## config.mk

```make
export PLATFORM = sky130hd
export DESIGN_NAME = crsd_core
export DESIGN_NICKNAME = d
export VERILOG_FILES = /design/src/crsd_core.v
export VERILOG_INCLUDE_DIRS = /design/src
export SDC_FILE = /design/constraint.sdc
export NUM_CORES = 1
export LEC_CHECK = 0
export ABC_AREA = 1
export BUFFER_PORTS_ARGS = -buffer_cell sky130_fd_sc_hd__buf_2
export CAP_MARGIN = 15
export CORE_MARGIN = 2
export CORE_UTILIZATION = 50
export DETAILED_ROUTE_END_ITERATION = 6
export GPL_TIMING_DRIVEN = 0
export PLACE_DENSITY = 0.79
export RECOVER_POWER = 25
export SYNTH_ARGS = -nofsm -noshare
export SYNTH_HDL_FRONTEND = slang
export SYNTH_SLANG_ARGS = --single-unit
```

## constraint.sdc

```tcl
create_clock -name clk -period 5.3 [get_ports clk]
set_input_delay 0.53 -clock clk [delete_from_list [all_inputs] [get_ports clk]]
set_output_delay 0.53 -clock clk [all_outputs]
set_load 0.005 [all_outputs]
```

## src/crsd_regs.vh

```
// constants for the register section and cycle sequencer
`ifndef CRSD_REGS_VH
`define CRSD_REGS_VH

// bus phases, one clock each
`define PH_ONE 1'b0
`define PH_TWO 1'b1

// cycle states
`define T0 3'h0
`define T1 3'h1
`define T2 3'h2
`define T3 3'h3

// instruction length classes
`define CLS_IMPL 2'h0
`define CLS_TWO 2'h1
`define CLS_ABS 2'h2

// opcodes
`define OP_NOP 8'hea
`define OP_LDA_IMM 8'ha9
`define OP_LDX_IMM 8'ha2
`define OP_LDY_IMM 8'ha0
`define OP_ADC_IMM 8'h69
`define OP_AND_IMM 8'h29
`define OP_ORA_IMM 8'h09
`define OP_INX 8'he8
`define OP_DEX 8'hca
`define OP_INY 8'hc8
`define OP_TAX 8'haa
`define OP_TXS 8'h9a
`define OP_CLC 8'h18
`define OP_SEC 8'h38
`define OP_BEQ 8'hf0
`define OP_BNE 8'hd0
`define OP_LDA_ABS 8'had
`define OP_STA_ABS 8'h8d
`define OP_JMP_ABS 8'h4c

// alu functions
`define ALU_OR 2'h0
`define ALU_AND 2'h1
`define ALU_EOR 2'h2
`define ALU_SUM 2'h3

// alu result destinations
`define DST_NONE 3'h0
`define DST_A 3'h1
`define DST_X 3'h2
`define DST_Y 3'h3
`define DST_S 3'h4

// status bit positions and reset values
`define P_C 0
`define P_Z 1
`define P_V 6
`define P_N 7
`define P_RESET 8'h00
`define PC_RESET 16'h0000

`endif

```

## src/crsd_core.v

```verilog
// register section datapath and cycle sequencer of an 8-bit processor
`timescale 1ns/10ps
`include "crsd_regs.vh"
// Overview of operation
// - cycle state forced to first state on fetch, advances at end of phase two
// - states step per cycle; transfers decoded from opcode and state
// - opcode from data bus captured into instruction register, then decoded
// - bus data captured in phase two into latch, used next cycle
// - internal register and alu transfers all happen in phase one
// - alu holds nothing; result written to a register next cycle
// - each alu bit takes two selectable inputs or zero; sum, and, or, eor
// - alu steps registers; program counter has its own incrementer
// - fetch drives program counter low byte low, high byte high
// - program counter increments on every opcode or operand fetch
// - accumulator is eight bits, supplies and receives most alu operands
// - stack pointer and two index registers are eight plain latches
// - address latches hold current address; always a meaningful address
// - address launched in phase one, held until next phase one
// - reduced variants drive only thirteen or twelve address lines
// - upper address bits simply not driven, so accesses alias
// - status latches control operation and record alu result flags
// - control combines status latches with decoded opcode for sequencing
// - data bus released in phase one, driven only in phase two
// - read/write high except writes, changes only in phase one
module crsd_core #(
   parameter ADDR_W = 16,
   parameter [15:0] RESET_PC = `PC_RESET
) (
   // clock and reset
   input wire clk,
   input wire nrst,
   // system bus
   output wire [ADDR_W-1:0] address_lines,
   output wire bus_read,
   input wire [7:0] data_in,
   output wire [7:0] data_out,
   output wire data_oe_n,
   // cycle timing
   output wire phase_two,
   output wire fetch_cycle
);

   reg rs1_r;
   reg rs2_r;
   wire rst_n;
   reg ph_r;
   reg phi2_r;
   reg [2:0] t_r;
   reg end_r;
   reg [7:0] ir_r;
   reg [7:0] input_capture_latch;
   reg [7:0] fetch_pointer_low;
   reg [7:0] fetch_pointer_high;
   reg [7:0] acc_r;
   reg [7:0] idx_x_r;
   reg [7:0] idx_y_r;
   reg [7:0] stk_r;
   reg [7:0] p_r;
   reg [7:0] lo_r;
   reg [7:0] ai_r;
   reg [7:0] bi_r;
   reg cin_r;
   reg [1:0] op_r;
   reg [2:0] dst_r;
   reg fnz_r;
   reg fcv_r;
   reg [7:0] addr_out_latch_low;
   reg [7:0] addr_out_latch_high;
   reg read_r;
   reg [7:0] dout_r;
   reg doe_n_r;
   reg sync_r;

   wire [15:0] pc;
   wire [15:0] pc_inc;
   wire [15:0] addr_full;
   wire [15:0] tgt;
   wire [15:0] tgt_inc;
   wire [8:0] cy;
   wire [7:0] sum;
   wire [7:0] alu_res;
   wire ovf;
   wire [1:0] cls;
   wire jmp;
   wire taken;
   wire wr;

   function [1:0] op_class;
      input [7:0] op;
      begin
         case (op)
            `OP_LDA_IMM, `OP_LDX_IMM, `OP_LDY_IMM, `OP_ADC_IMM,
            `OP_AND_IMM, `OP_ORA_IMM, `OP_BEQ, `OP_BNE: begin
               op_class = `CLS_TWO;
            end
            `OP_LDA_ABS, `OP_STA_ABS, `OP_JMP_ABS: begin
               op_class = `CLS_ABS;
            end
            default: begin
               op_class = `CLS_IMPL;
            end
         endcase
      end
   endfunction

   function alu_bit;
      input [1:0] f;
      input a;
      input b;
      input s;
      begin
         case (f)
            `ALU_OR: alu_bit = a | b;
            `ALU_AND: alu_bit = a & b;
            `ALU_EOR: alu_bit = a ^ b;
            default: alu_bit = s;
         endcase
      end
   endfunction

   // reset release through two flops
   always @(posedge clk or negedge nrst) begin
      if (!nrst) begin
         rs1_r <= 1'b0;
         rs2_r <= 1'b0;
      end else begin
         rs1_r <= 1'b1;
         rs2_r <= rs1_r;
      end
   end
   assign rst_n = rs2_r;

   // per-bit alu slice, inputs from buses or zero
   genvar i;
   assign cy[0] = cin_r;
   generate
      for (i = 0; i < 8; i = i + 1) begin : g_alu
         assign sum[i] = ai_r[i] ^ bi_r[i] ^ cy[i];
         assign cy[i+1] = (ai_r[i] & bi_r[i]) | (cy[i] & (ai_r[i] ^ bi_r[i]));
         assign alu_res[i] = alu_bit(op_r, ai_r[i], bi_r[i], sum[i]);
      end
   endgenerate
   assign ovf = (ai_r[7] == bi_r[7]) && (sum[7] != ai_r[7]);

   assign pc = {fetch_pointer_high, fetch_pointer_low};
   assign pc_inc = pc + 16'h0001;

   // status latches steer the fetch target
   assign cls = op_class(ir_r);
   assign jmp = (ir_r == `OP_JMP_ABS);
   assign taken = ((ir_r == `OP_BEQ) && p_r[`P_Z]) ||
                  ((ir_r == `OP_BNE) && !p_r[`P_Z]);
   assign tgt = jmp ? {input_capture_latch, lo_r} :
                taken ? pc + {{8{input_capture_latch[7]}},
                              input_capture_latch} : pc;
   assign tgt_inc = tgt + 16'h0001;
   assign wr = (t_r == `T3) && (ir_r == `OP_STA_ABS);

   always @(posedge clk or negedge rst_n) begin
      if (!rst_n) begin
         ph_r <= `PH_ONE;
         phi2_r <= 1'b0;
         t_r <= `T0;
         end_r <= 1'b0;
         ir_r <= `OP_NOP;
         input_capture_latch <= 8'h00;
         fetch_pointer_low <= RESET_PC[7:0];
         fetch_pointer_high <= RESET_PC[15:8];
         acc_r <= 8'h00;
         idx_x_r <= 8'h00;
         idx_y_r <= 8'h00;
         stk_r <= 8'h00;
         p_r <= `P_RESET;
         lo_r <= 8'h00;
         ai_r <= 8'h00;
         bi_r <= 8'h00;
         cin_r <= 1'b0;
         op_r <= `ALU_OR;
         dst_r <= `DST_NONE;
         fnz_r <= 1'b0;
         fcv_r <= 1'b0;
         addr_out_latch_low <= RESET_PC[7:0];
         addr_out_latch_high <= RESET_PC[15:8];
         read_r <= 1'b1;
         dout_r <= 8'h00;
         doe_n_r <= 1'b1;
         sync_r <= 1'b0;
      end else begin
         ph_r <= ~ph_r;
         phi2_r <= (ph_r == `PH_ONE);
         if (ph_r == `PH_TWO) begin
            // trap bus data at end of phase two
            input_capture_latch <= data_in;
            if (t_r == `T0) begin
               ir_r <= data_in;
            end
            // restart on fetch or advance state
            t_r <= end_r ? `T0 : t_r + 3'h1;
            // release data drivers before phase one
            doe_n_r <= 1'b1;
         end else begin
            // previous cycle's alu result stored now
            case (dst_r)
               `DST_A: acc_r <= alu_res;
               `DST_X: idx_x_r <= alu_res;
               `DST_Y: idx_y_r <= alu_res;
               `DST_S: stk_r <= alu_res;
               default: begin
               end
            endcase
            if (fnz_r) begin
               p_r[`P_Z] <= (alu_res == 8'h00);
               p_r[`P_N] <= alu_res[7];
            end
            if (fcv_r) begin
               p_r[`P_C] <= cy[8];
               p_r[`P_V] <= ovf;
            end
            // alu inputs loaded in phase one
            ai_r <= 8'h00;
            bi_r <= input_capture_latch;
            cin_r <= 1'b0;
            op_r <= `ALU_OR;
            dst_r <= `DST_NONE;
            fnz_r <= 1'b0;
            fcv_r <= 1'b0;
            read_r <= ~wr;
            // drive data only in a write's phase two
            doe_n_r <= ~wr;
            dout_r <= acc_r;
            sync_r <= (t_r == `T0);
            case (t_r)
               `T0: begin
                  addr_out_latch_low <= tgt[7:0];
                  addr_out_latch_high <= tgt[15:8];
                  fetch_pointer_low <= tgt_inc[7:0];
                  fetch_pointer_high <= tgt_inc[15:8];
                  end_r <= 1'b0;
                  case (ir_r)
                     `OP_LDA_IMM, `OP_LDA_ABS: begin
                        dst_r <= `DST_A;
                        fnz_r <= 1'b1;
                     end
                     `OP_LDX_IMM: begin
                        dst_r <= `DST_X;
                        fnz_r <= 1'b1;
                     end
                     `OP_LDY_IMM: begin
                        dst_r <= `DST_Y;
                        fnz_r <= 1'b1;
                     end
                     `OP_ADC_IMM: begin
                        ai_r <= acc_r;
                        cin_r <= p_r[`P_C];
                        op_r <= `ALU_SUM;
                        dst_r <= `DST_A;
                        fnz_r <= 1'b1;
                        fcv_r <= 1'b1;
                     end
                     `OP_AND_IMM: begin
                        ai_r <= acc_r;
                        op_r <= `ALU_AND;
                        dst_r <= `DST_A;
                        fnz_r <= 1'b1;
                     end
                     `OP_ORA_IMM: begin
                        ai_r <= acc_r;
                        dst_r <= `DST_A;
                        fnz_r <= 1'b1;
                     end
                     // index steps and the transfer to x done by the alu
                     `OP_INX: begin
                        ai_r <= idx_x_r;
                        bi_r <= 8'h00;
                        cin_r <= 1'b1;
                        op_r <= `ALU_SUM;
                        dst_r <= `DST_X;
                        fnz_r <= 1'b1;
                     end
                     `OP_DEX: begin
                        ai_r <= idx_x_r;
                        bi_r <= 8'hff;
                        op_r <= `ALU_SUM;
                        dst_r <= `DST_X;
                        fnz_r <= 1'b1;
                     end
                     `OP_INY: begin
                        ai_r <= idx_y_r;
                        bi_r <= 8'h00;
                        cin_r <= 1'b1;
                        op_r <= `ALU_SUM;
                        dst_r <= `DST_Y;
                        fnz_r <= 1'b1;
                     end
                     `OP_TAX: begin
                        ai_r <= acc_r;
                        bi_r <= 8'h00;
                        dst_r <= `DST_X;
                        fnz_r <= 1'b1;
                     end
                     // stack pointer loaded as plain latch
                     `OP_TXS: begin
                        ai_r <= idx_x_r;
                        bi_r <= 8'h00;
                        dst_r <= `DST_S;
                     end
                     `OP_CLC: p_r[`P_C] <= 1'b0;
                     `OP_SEC: p_r[`P_C] <= 1'b1;
                     default: begin
                     end
                  endcase
               end
               `T1: begin
                  addr_out_latch_low <= fetch_pointer_low;
                  addr_out_latch_high <= fetch_pointer_high;
                  if (cls != `CLS_IMPL) begin
                     fetch_pointer_low <= pc_inc[7:0];
                     fetch_pointer_high <= pc_inc[15:8];
                  end
                  end_r <= (cls != `CLS_ABS);
               end
               `T2: begin
                  lo_r <= input_capture_latch;
                  addr_out_latch_low <= fetch_pointer_low;
                  addr_out_latch_high <= fetch_pointer_high;
                  fetch_pointer_low <= pc_inc[7:0];
                  fetch_pointer_high <= pc_inc[15:8];
                  end_r <= jmp;
               end
               default: begin
                  addr_out_latch_low <= lo_r;
                  addr_out_latch_high <= input_capture_latch;
                  end_r <= 1'b1;
               end
            endcase
         end
      end
   end

   // address latches change only at end of phase one
   assign addr_full = {addr_out_latch_high, addr_out_latch_low};
   // narrow variants drop the upper bits
   assign address_lines = addr_full[ADDR_W-1:0];
   assign bus_read = read_r;
   assign data_out = dout_r;
   assign data_oe_n = doe_n_r;
   assign phase_two = phi2_r;
   assign fetch_cycle = sync_r;

endmodule

```

### Word level (Yosys, flattened, before mapping)

Cells that the tools add are included.

* register bits after elaboration: 124
* input port bits: 10
* output and inout port bits: 28
* word-level logic and storage cells: 176

* add/sub/neg operators: 4
* equal/unequal tests: 28
* multiplexer cells: 37
* bitwise gates (word level): 50
* reduce and logical (&&, ||, !) cells: 29

Operators by type and width (number)
* $eq 8x8->1 const B: 12
* $pmux 8 s3: 3
* $pmux 8 s2: 3
* $add 16x1->16 const B: 2
* $mux 16: 2
* $mux 8: 4
* $pmux 1 s3: 9
* $add 16x16->16: 1
* $and 1x1->1: 16
* $eq 8x6->1 const B: 2
* $eq 8x7->1 const B: 2
* $or 1x1->1: 16
* $reduce_or 4->1: 4
* $xor 1x1->1: 16
* $eq 3x2->1 const B: 4
* $pmux 3 s4: 1
* $reduce_and 2->1: 6
* $reduce_or 11->1: 1
* $eq 8x4->1 const B: 1
* $eq 8x5->1 const B: 1
* $logic_not 8->1: 1
* $mux 1: 8
* $pmux 2 s2: 2
* $reduce_or 8->1: 1
* 20 further kinds: 30

### Depth between registers and ports, before layout

* depth after elaboration: 20
* mapped depth: 20
* gate-level depth less buffers: 20

### Least setup slack after synthesis

Ideal clock, no wire load.

* path kind: reg2reg
* start: register ai_r[0]
* end: register p_r[1]
* library setup time: 0.110 ns
* arrival time: 3.920 ns
* data required time: 5.190 ns
* path slack: 1.270 ns
* stages on the path, launching flop included: 14
* path buffers: 0
* period minus slack after synthesis: 4.030 ns
* cells stage by stage: dfrtp_1 > fa_1 > fa_1 > fa_1 > fa_1 > fa_1 > fa_1 > fa_1 > inv_1 > fa_1 > nor2_1 > nor3_1 > nand4_1 > o41ai_1

* cells in the longest elaborated chain, start to end: 18
* elaborated cells between the ends (all ways): 34
* those cells by class: 8 x mux; 25 x bitwise; 1 x reduce/logical

Ends and longest elaborated chain
* start: declaration: RTL line crsd_core.v:60 `reg [7:0] ai_r;`
* start signal: assignment: RTL line crsd_core.v:253 `ai_r <= acc_r;`
* start signal: assignment: RTL line crsd_core.v:261 `ai_r <= acc_r;`
* start signal: assignment: RTL line crsd_core.v:267 `ai_r <= acc_r;`
* $xor 1x1->1: RTL line crsd_core.v:115, crsd_core.v:138, crsd_core.v:139
* $and 1x1->1: RTL line crsd_core.v:139 `assign cy[i+1] = (ai_r[i] & bi_r[i]) | (cy[i] & (ai_r[i] ^ bi_r[i]));`
* $or 1x1->1: RTL line crsd_core.v:139
* $and 1x1->1: RTL line crsd_core.v:139
* $or 1x1->1: RTL line crsd_core.v:139
* $and 1x1->1: RTL line crsd_core.v:139
* $or 1x1->1: RTL line crsd_core.v:139
* $and 1x1->1: RTL line crsd_core.v:139
* (+2 left out)
* $or 1x1->1: RTL line crsd_core.v:139
* $and 1x1->1: RTL line crsd_core.v:139
* $or 1x1->1: RTL line crsd_core.v:139
* $and 1x1->1: RTL line crsd_core.v:139
* $or 1x1->1: RTL line crsd_core.v:139
* $xor 1x1->1: RTL line crsd_core.v:138 `assign sum[i] = ai_r[i] ^ bi_r[i] ^ cy[i];`
* $pmux 1 s3: RTL line crsd_core.v:112 `case (f)`
* $logic_not 8->1 (*): RTL line crsd_core.v:212 `` p_r[`P_Z] <= (alu_res == 8'h00); ``
* end signal: indexed assignment: RTL line crsd_core.v:212
* end signal: indexed assignment: RTL line crsd_core.v:213 `` p_r[`P_N] <= alu_res[7]; ``
* end signal: indexed assignment: RTL line crsd_core.v:216 `` p_r[`P_C] <= cy[8]; ``
* end: declaration: RTL line crsd_core.v:58 `reg [7:0] p_r;`

Mark *: on every way between the ends. The rest lies on a longest branch, timed or not.
A chain may end at the register's enable or synchronous reset.

### Worst setup path after layout

Same ends and word-level chain as after synthesis.

==> impl_metrics.json <==
{
  "cp-endpoint": "p_r[1]$_DFFE_PN0P_",
  "syn_area_per_cell_um2": 7.39,
  "fp.dieH_um": 132,
  "cts_tree": "yes",
  "antenna_found_initial": 0,
  "yosysWarnings": 0,
  "synth-edff-count": 0,
  "fin_crit_sh_pct": 87.6,
  "violations": "max-capacitance violations, max-slew violations",
  "cp_top_family": "adder cells",
  "maxSlewViolCount": 125,
  "place_area_um2": 8620,
  "drtIter0Drc": 759,
  "wl_um": 23100,
  "clock_latency_ns": 0.44,
  "synth_area_um2": 8130,
  "clock-sinks": 124,
  "numCtsBuffers": 17,
  "crit_path_end_kind": "register",
  "drt-vias-per-instance": 5.62,
  "post-cts-setup-buffer-count": 0,
  "syn_nets": 1157,
  "ys_seq_area_share_pct": 38.3,
  "initial_utilization_pct": 51.2,
  "antenna_left": 0,
  "r2r_cells": 13,
  "hold_viol_final": 0,
  "grt_pass1_wl_um": 38100,
  "final_cell_area_um2": 9280,
  "die_x_um": 132,
  "max_freq_mhz": 215,
  "coreArea_um2": 15900,
  "critPathLaunchType": "register",
  "worstSetupStartpoint": "ai_r[0]$_DFFE_PN0N_",
  "leakage_nw": 4.58,
  "final_core_util_pct": 58.4,
  "status": "complete, but fails checks",
  "ys_types": 51,
  "grt_start_max_net_pins": 68,
  "crit_top_cell": "fa_1",
  "cts_root_buffer": "clkbuf_16",
  "grt_pass1_vias": 7442,
  "io_pins": 38,
  "rsz0062_at_grt": "no",
  "wire_per_inst_um": 16.7,
  "postCtsResizedCells": 0,
  "overflow": 0,
  "dr.pass1.iters": 5,
  "synth-async-reset-ratio_pct": 100,
  "layout_common_cells": "nand2_1, inv_1, dfrtp_1",
  "synth_seq_cells": 124,
  "clkTransAtPathRegs_ns": 0.06,
  "htree_levels": 4,
  "dpl.hpwl_um": 17100,
  "io_buffers": 37,
  "grt_usage_pct": 27.8,
  "path_class": "reg -> reg",
  "setup_viol": 0,
  "worstPathRequired_ns": 5.63,
  "rows": 46,
  "power_density_nw_per_um2": 574,
  "slowest_stage": "fa_1",
  "vias": 7799,
  "drive_gt1_share_pct": 10.3,
  "cts.path.max_buffers": 2,
  "relSlewSlack_pct": -45.2,
  "mostFrequentLayoutCell": "nand2_1",
  "hold_path.class": "in -> reg",
  "cap_violations": 2,
  "synthCells": 1100,
  "finalNetCount": 1215,
  "r2r_slack_ns": 0.66,
  "critPathBufInv": 1,
  "worstPathCellList": "fa_1 -> fa_1 -> fa_1 -> fa_1 -> fa_1 -> fa_1 -> fa_1 -> inv_1 -> fa_1 -> nor2_1 -> nor3_1 -> nand4_1 -> o41ai_1",
  "tightest_slew_ns": 2.18,
  "period_minus_slack_ns": 4.64,
  "diodes": 0,
  "timing.rr.start": "ai_r[0]$_DFFE_PN0N_",
  "crit_cells": 13,
  "fin_tns_setup_ns": 0,
  "drc": 0,
  "peakVddDrop_mv": 0.423,
  "finClkSkew_ns": 0.00877,
  "cp.arrival_ns": 4.97,
  "die_area_um2": 17300,
  "synth_ff_type": "dfrtp_1",
  "area_growth_pct": 14.1,
  "cp_max_fo": 4,
  "globalplace.congestion": 0.979,
  "r2r_end": "p_r[1]$_DFFE_PN0P_",
  "cpPeakStageDelay_ns": 0.45
}
## cells in the mapped netlist, types with 10 or more instances
master,number,share of area [%]
nand2_1,281,13
inv_1,141,6.5
dfrtp_1,117,36
nor2_1,88,4.1
o21ai_0,80,4.9
a21oi_1,70,4.3
nand3_1,68,4.2
ha_1,38,5.8
clkbuf_1,21,0.97
nand4_1,18,1.4
nor3_1,13,0.80
o22ai_1,13,1.0
inv_2,10,0.46
xor2_1,10,1.1
## logic make-up (layout without fill, tap and decap cells)
| family | count (synthesis) | count (layout) | synth area share (%) |
|---|---|---|---|
| xor+xnor | 11 | 11 | 1.18 |
| flops | 124 | 124 | 38.3 |
| other cells | 1 | 1 | 0.0461 |
| compound gates | 225 | 225 | 16.1 |
| buf+inv | 188 | 259 | 9.12 |
| fa+ha+maj | 47 | 47 | 8.06 |
| simple gates | 504 | 504 | 27.2 |
## sequential cells by signal, indices dropped and copies added, names as in the netlist, 8 cells and up
register,cells
input_capture_latch,8
idx_y_r,8
data_out,8
lo_r,8
addr_out_latch_low,8
ai_r,8
bi_r,8
ir_r,8
addr_out_latch_high,8
acc_r,8
idx_x_r,8
fetch_pointer_low,8
fetch_pointer_high,8
## where the power goes
part,internal (W),switching (W)
Clock,0.000909,0.000445
Combinational,0.000829,0.00158
Sequential,0.00126,0.000302
## how the worst min path moves through the flow
stage / end / slack [ns] / cells past startpoint / startpoint
finish: input_capture_latch[7]$_DFFE_PN0P_ / 0.31 / 3 / data_in[7]
global route: input_capture_latch[7]$_DFFE_PN0P_ / 0.36 / 3 / data_in[7]
CTS: input_capture_latch[7]$_DFFE_PN0P_ / 0.31 / 3 / data_in[7]
detailed placement: rs1_r$_DFF_PN0_ / 0.32 / 1 / nrst
global placement: rs2_r$_DFF_PN0_ / 0.32 / 1 / nrst
floorplan: rs1_r$_DFF_PN0_ / 0.23 / 0 / nrst
## metrics by stage
step	setup WS [ns]	hold WS, ns	total power (W)	instances
2_1_floorplan	1.27	0.234	0.00322	1100
3_3_place_gp	0.233	0.315	0.00383	1353
3_5_place_dp	0.758	0.319	0.00389	1354
4_1_cts	0.724	0.311	0.00527	1387
5_1_grt	0.448	0.356	0.00570	1387
6_report	0.658	0.310	0.00532	1387
## cell type report
cell class | instances | area (um2)
buffer | 31 | 153
clock buffer | 22 | 464
clock inverter | 10 | 211
fill | 1472 | 6610
inverter | 157 | 589
multi-input combinational | 788 | 4280
sequential | 124 | 3110
tap | 216 | 270
timing repair buffer | 39 | 199
## routing by layer
layer  vias to the layer above  share of wire (%)  global-route usage (%)
met3                        68                7.4                    6.48
met4                         0                3.9                    12.9
met2                       314                 45                    42.6
li1                       3744                  -                       -
met1                      3673                 44                    37.5
met5                         -                  0                       0
## what timing repair did
item	in CTS	in global routing
endpoints found under the setup margin	0	0
hold buffers	1	0
endpoints found under the hold margin	2	0
## worst reg2reg max path: cells and delay by family (launching register included)
kind	cells	cell delay [ns]
flops	1	0.41
buf+inv	1	0.07
compound gates	1	0.29
fa+ha+maj	8	3.04
simple gates	3	0.72
(Power assumes the default switching activity.)
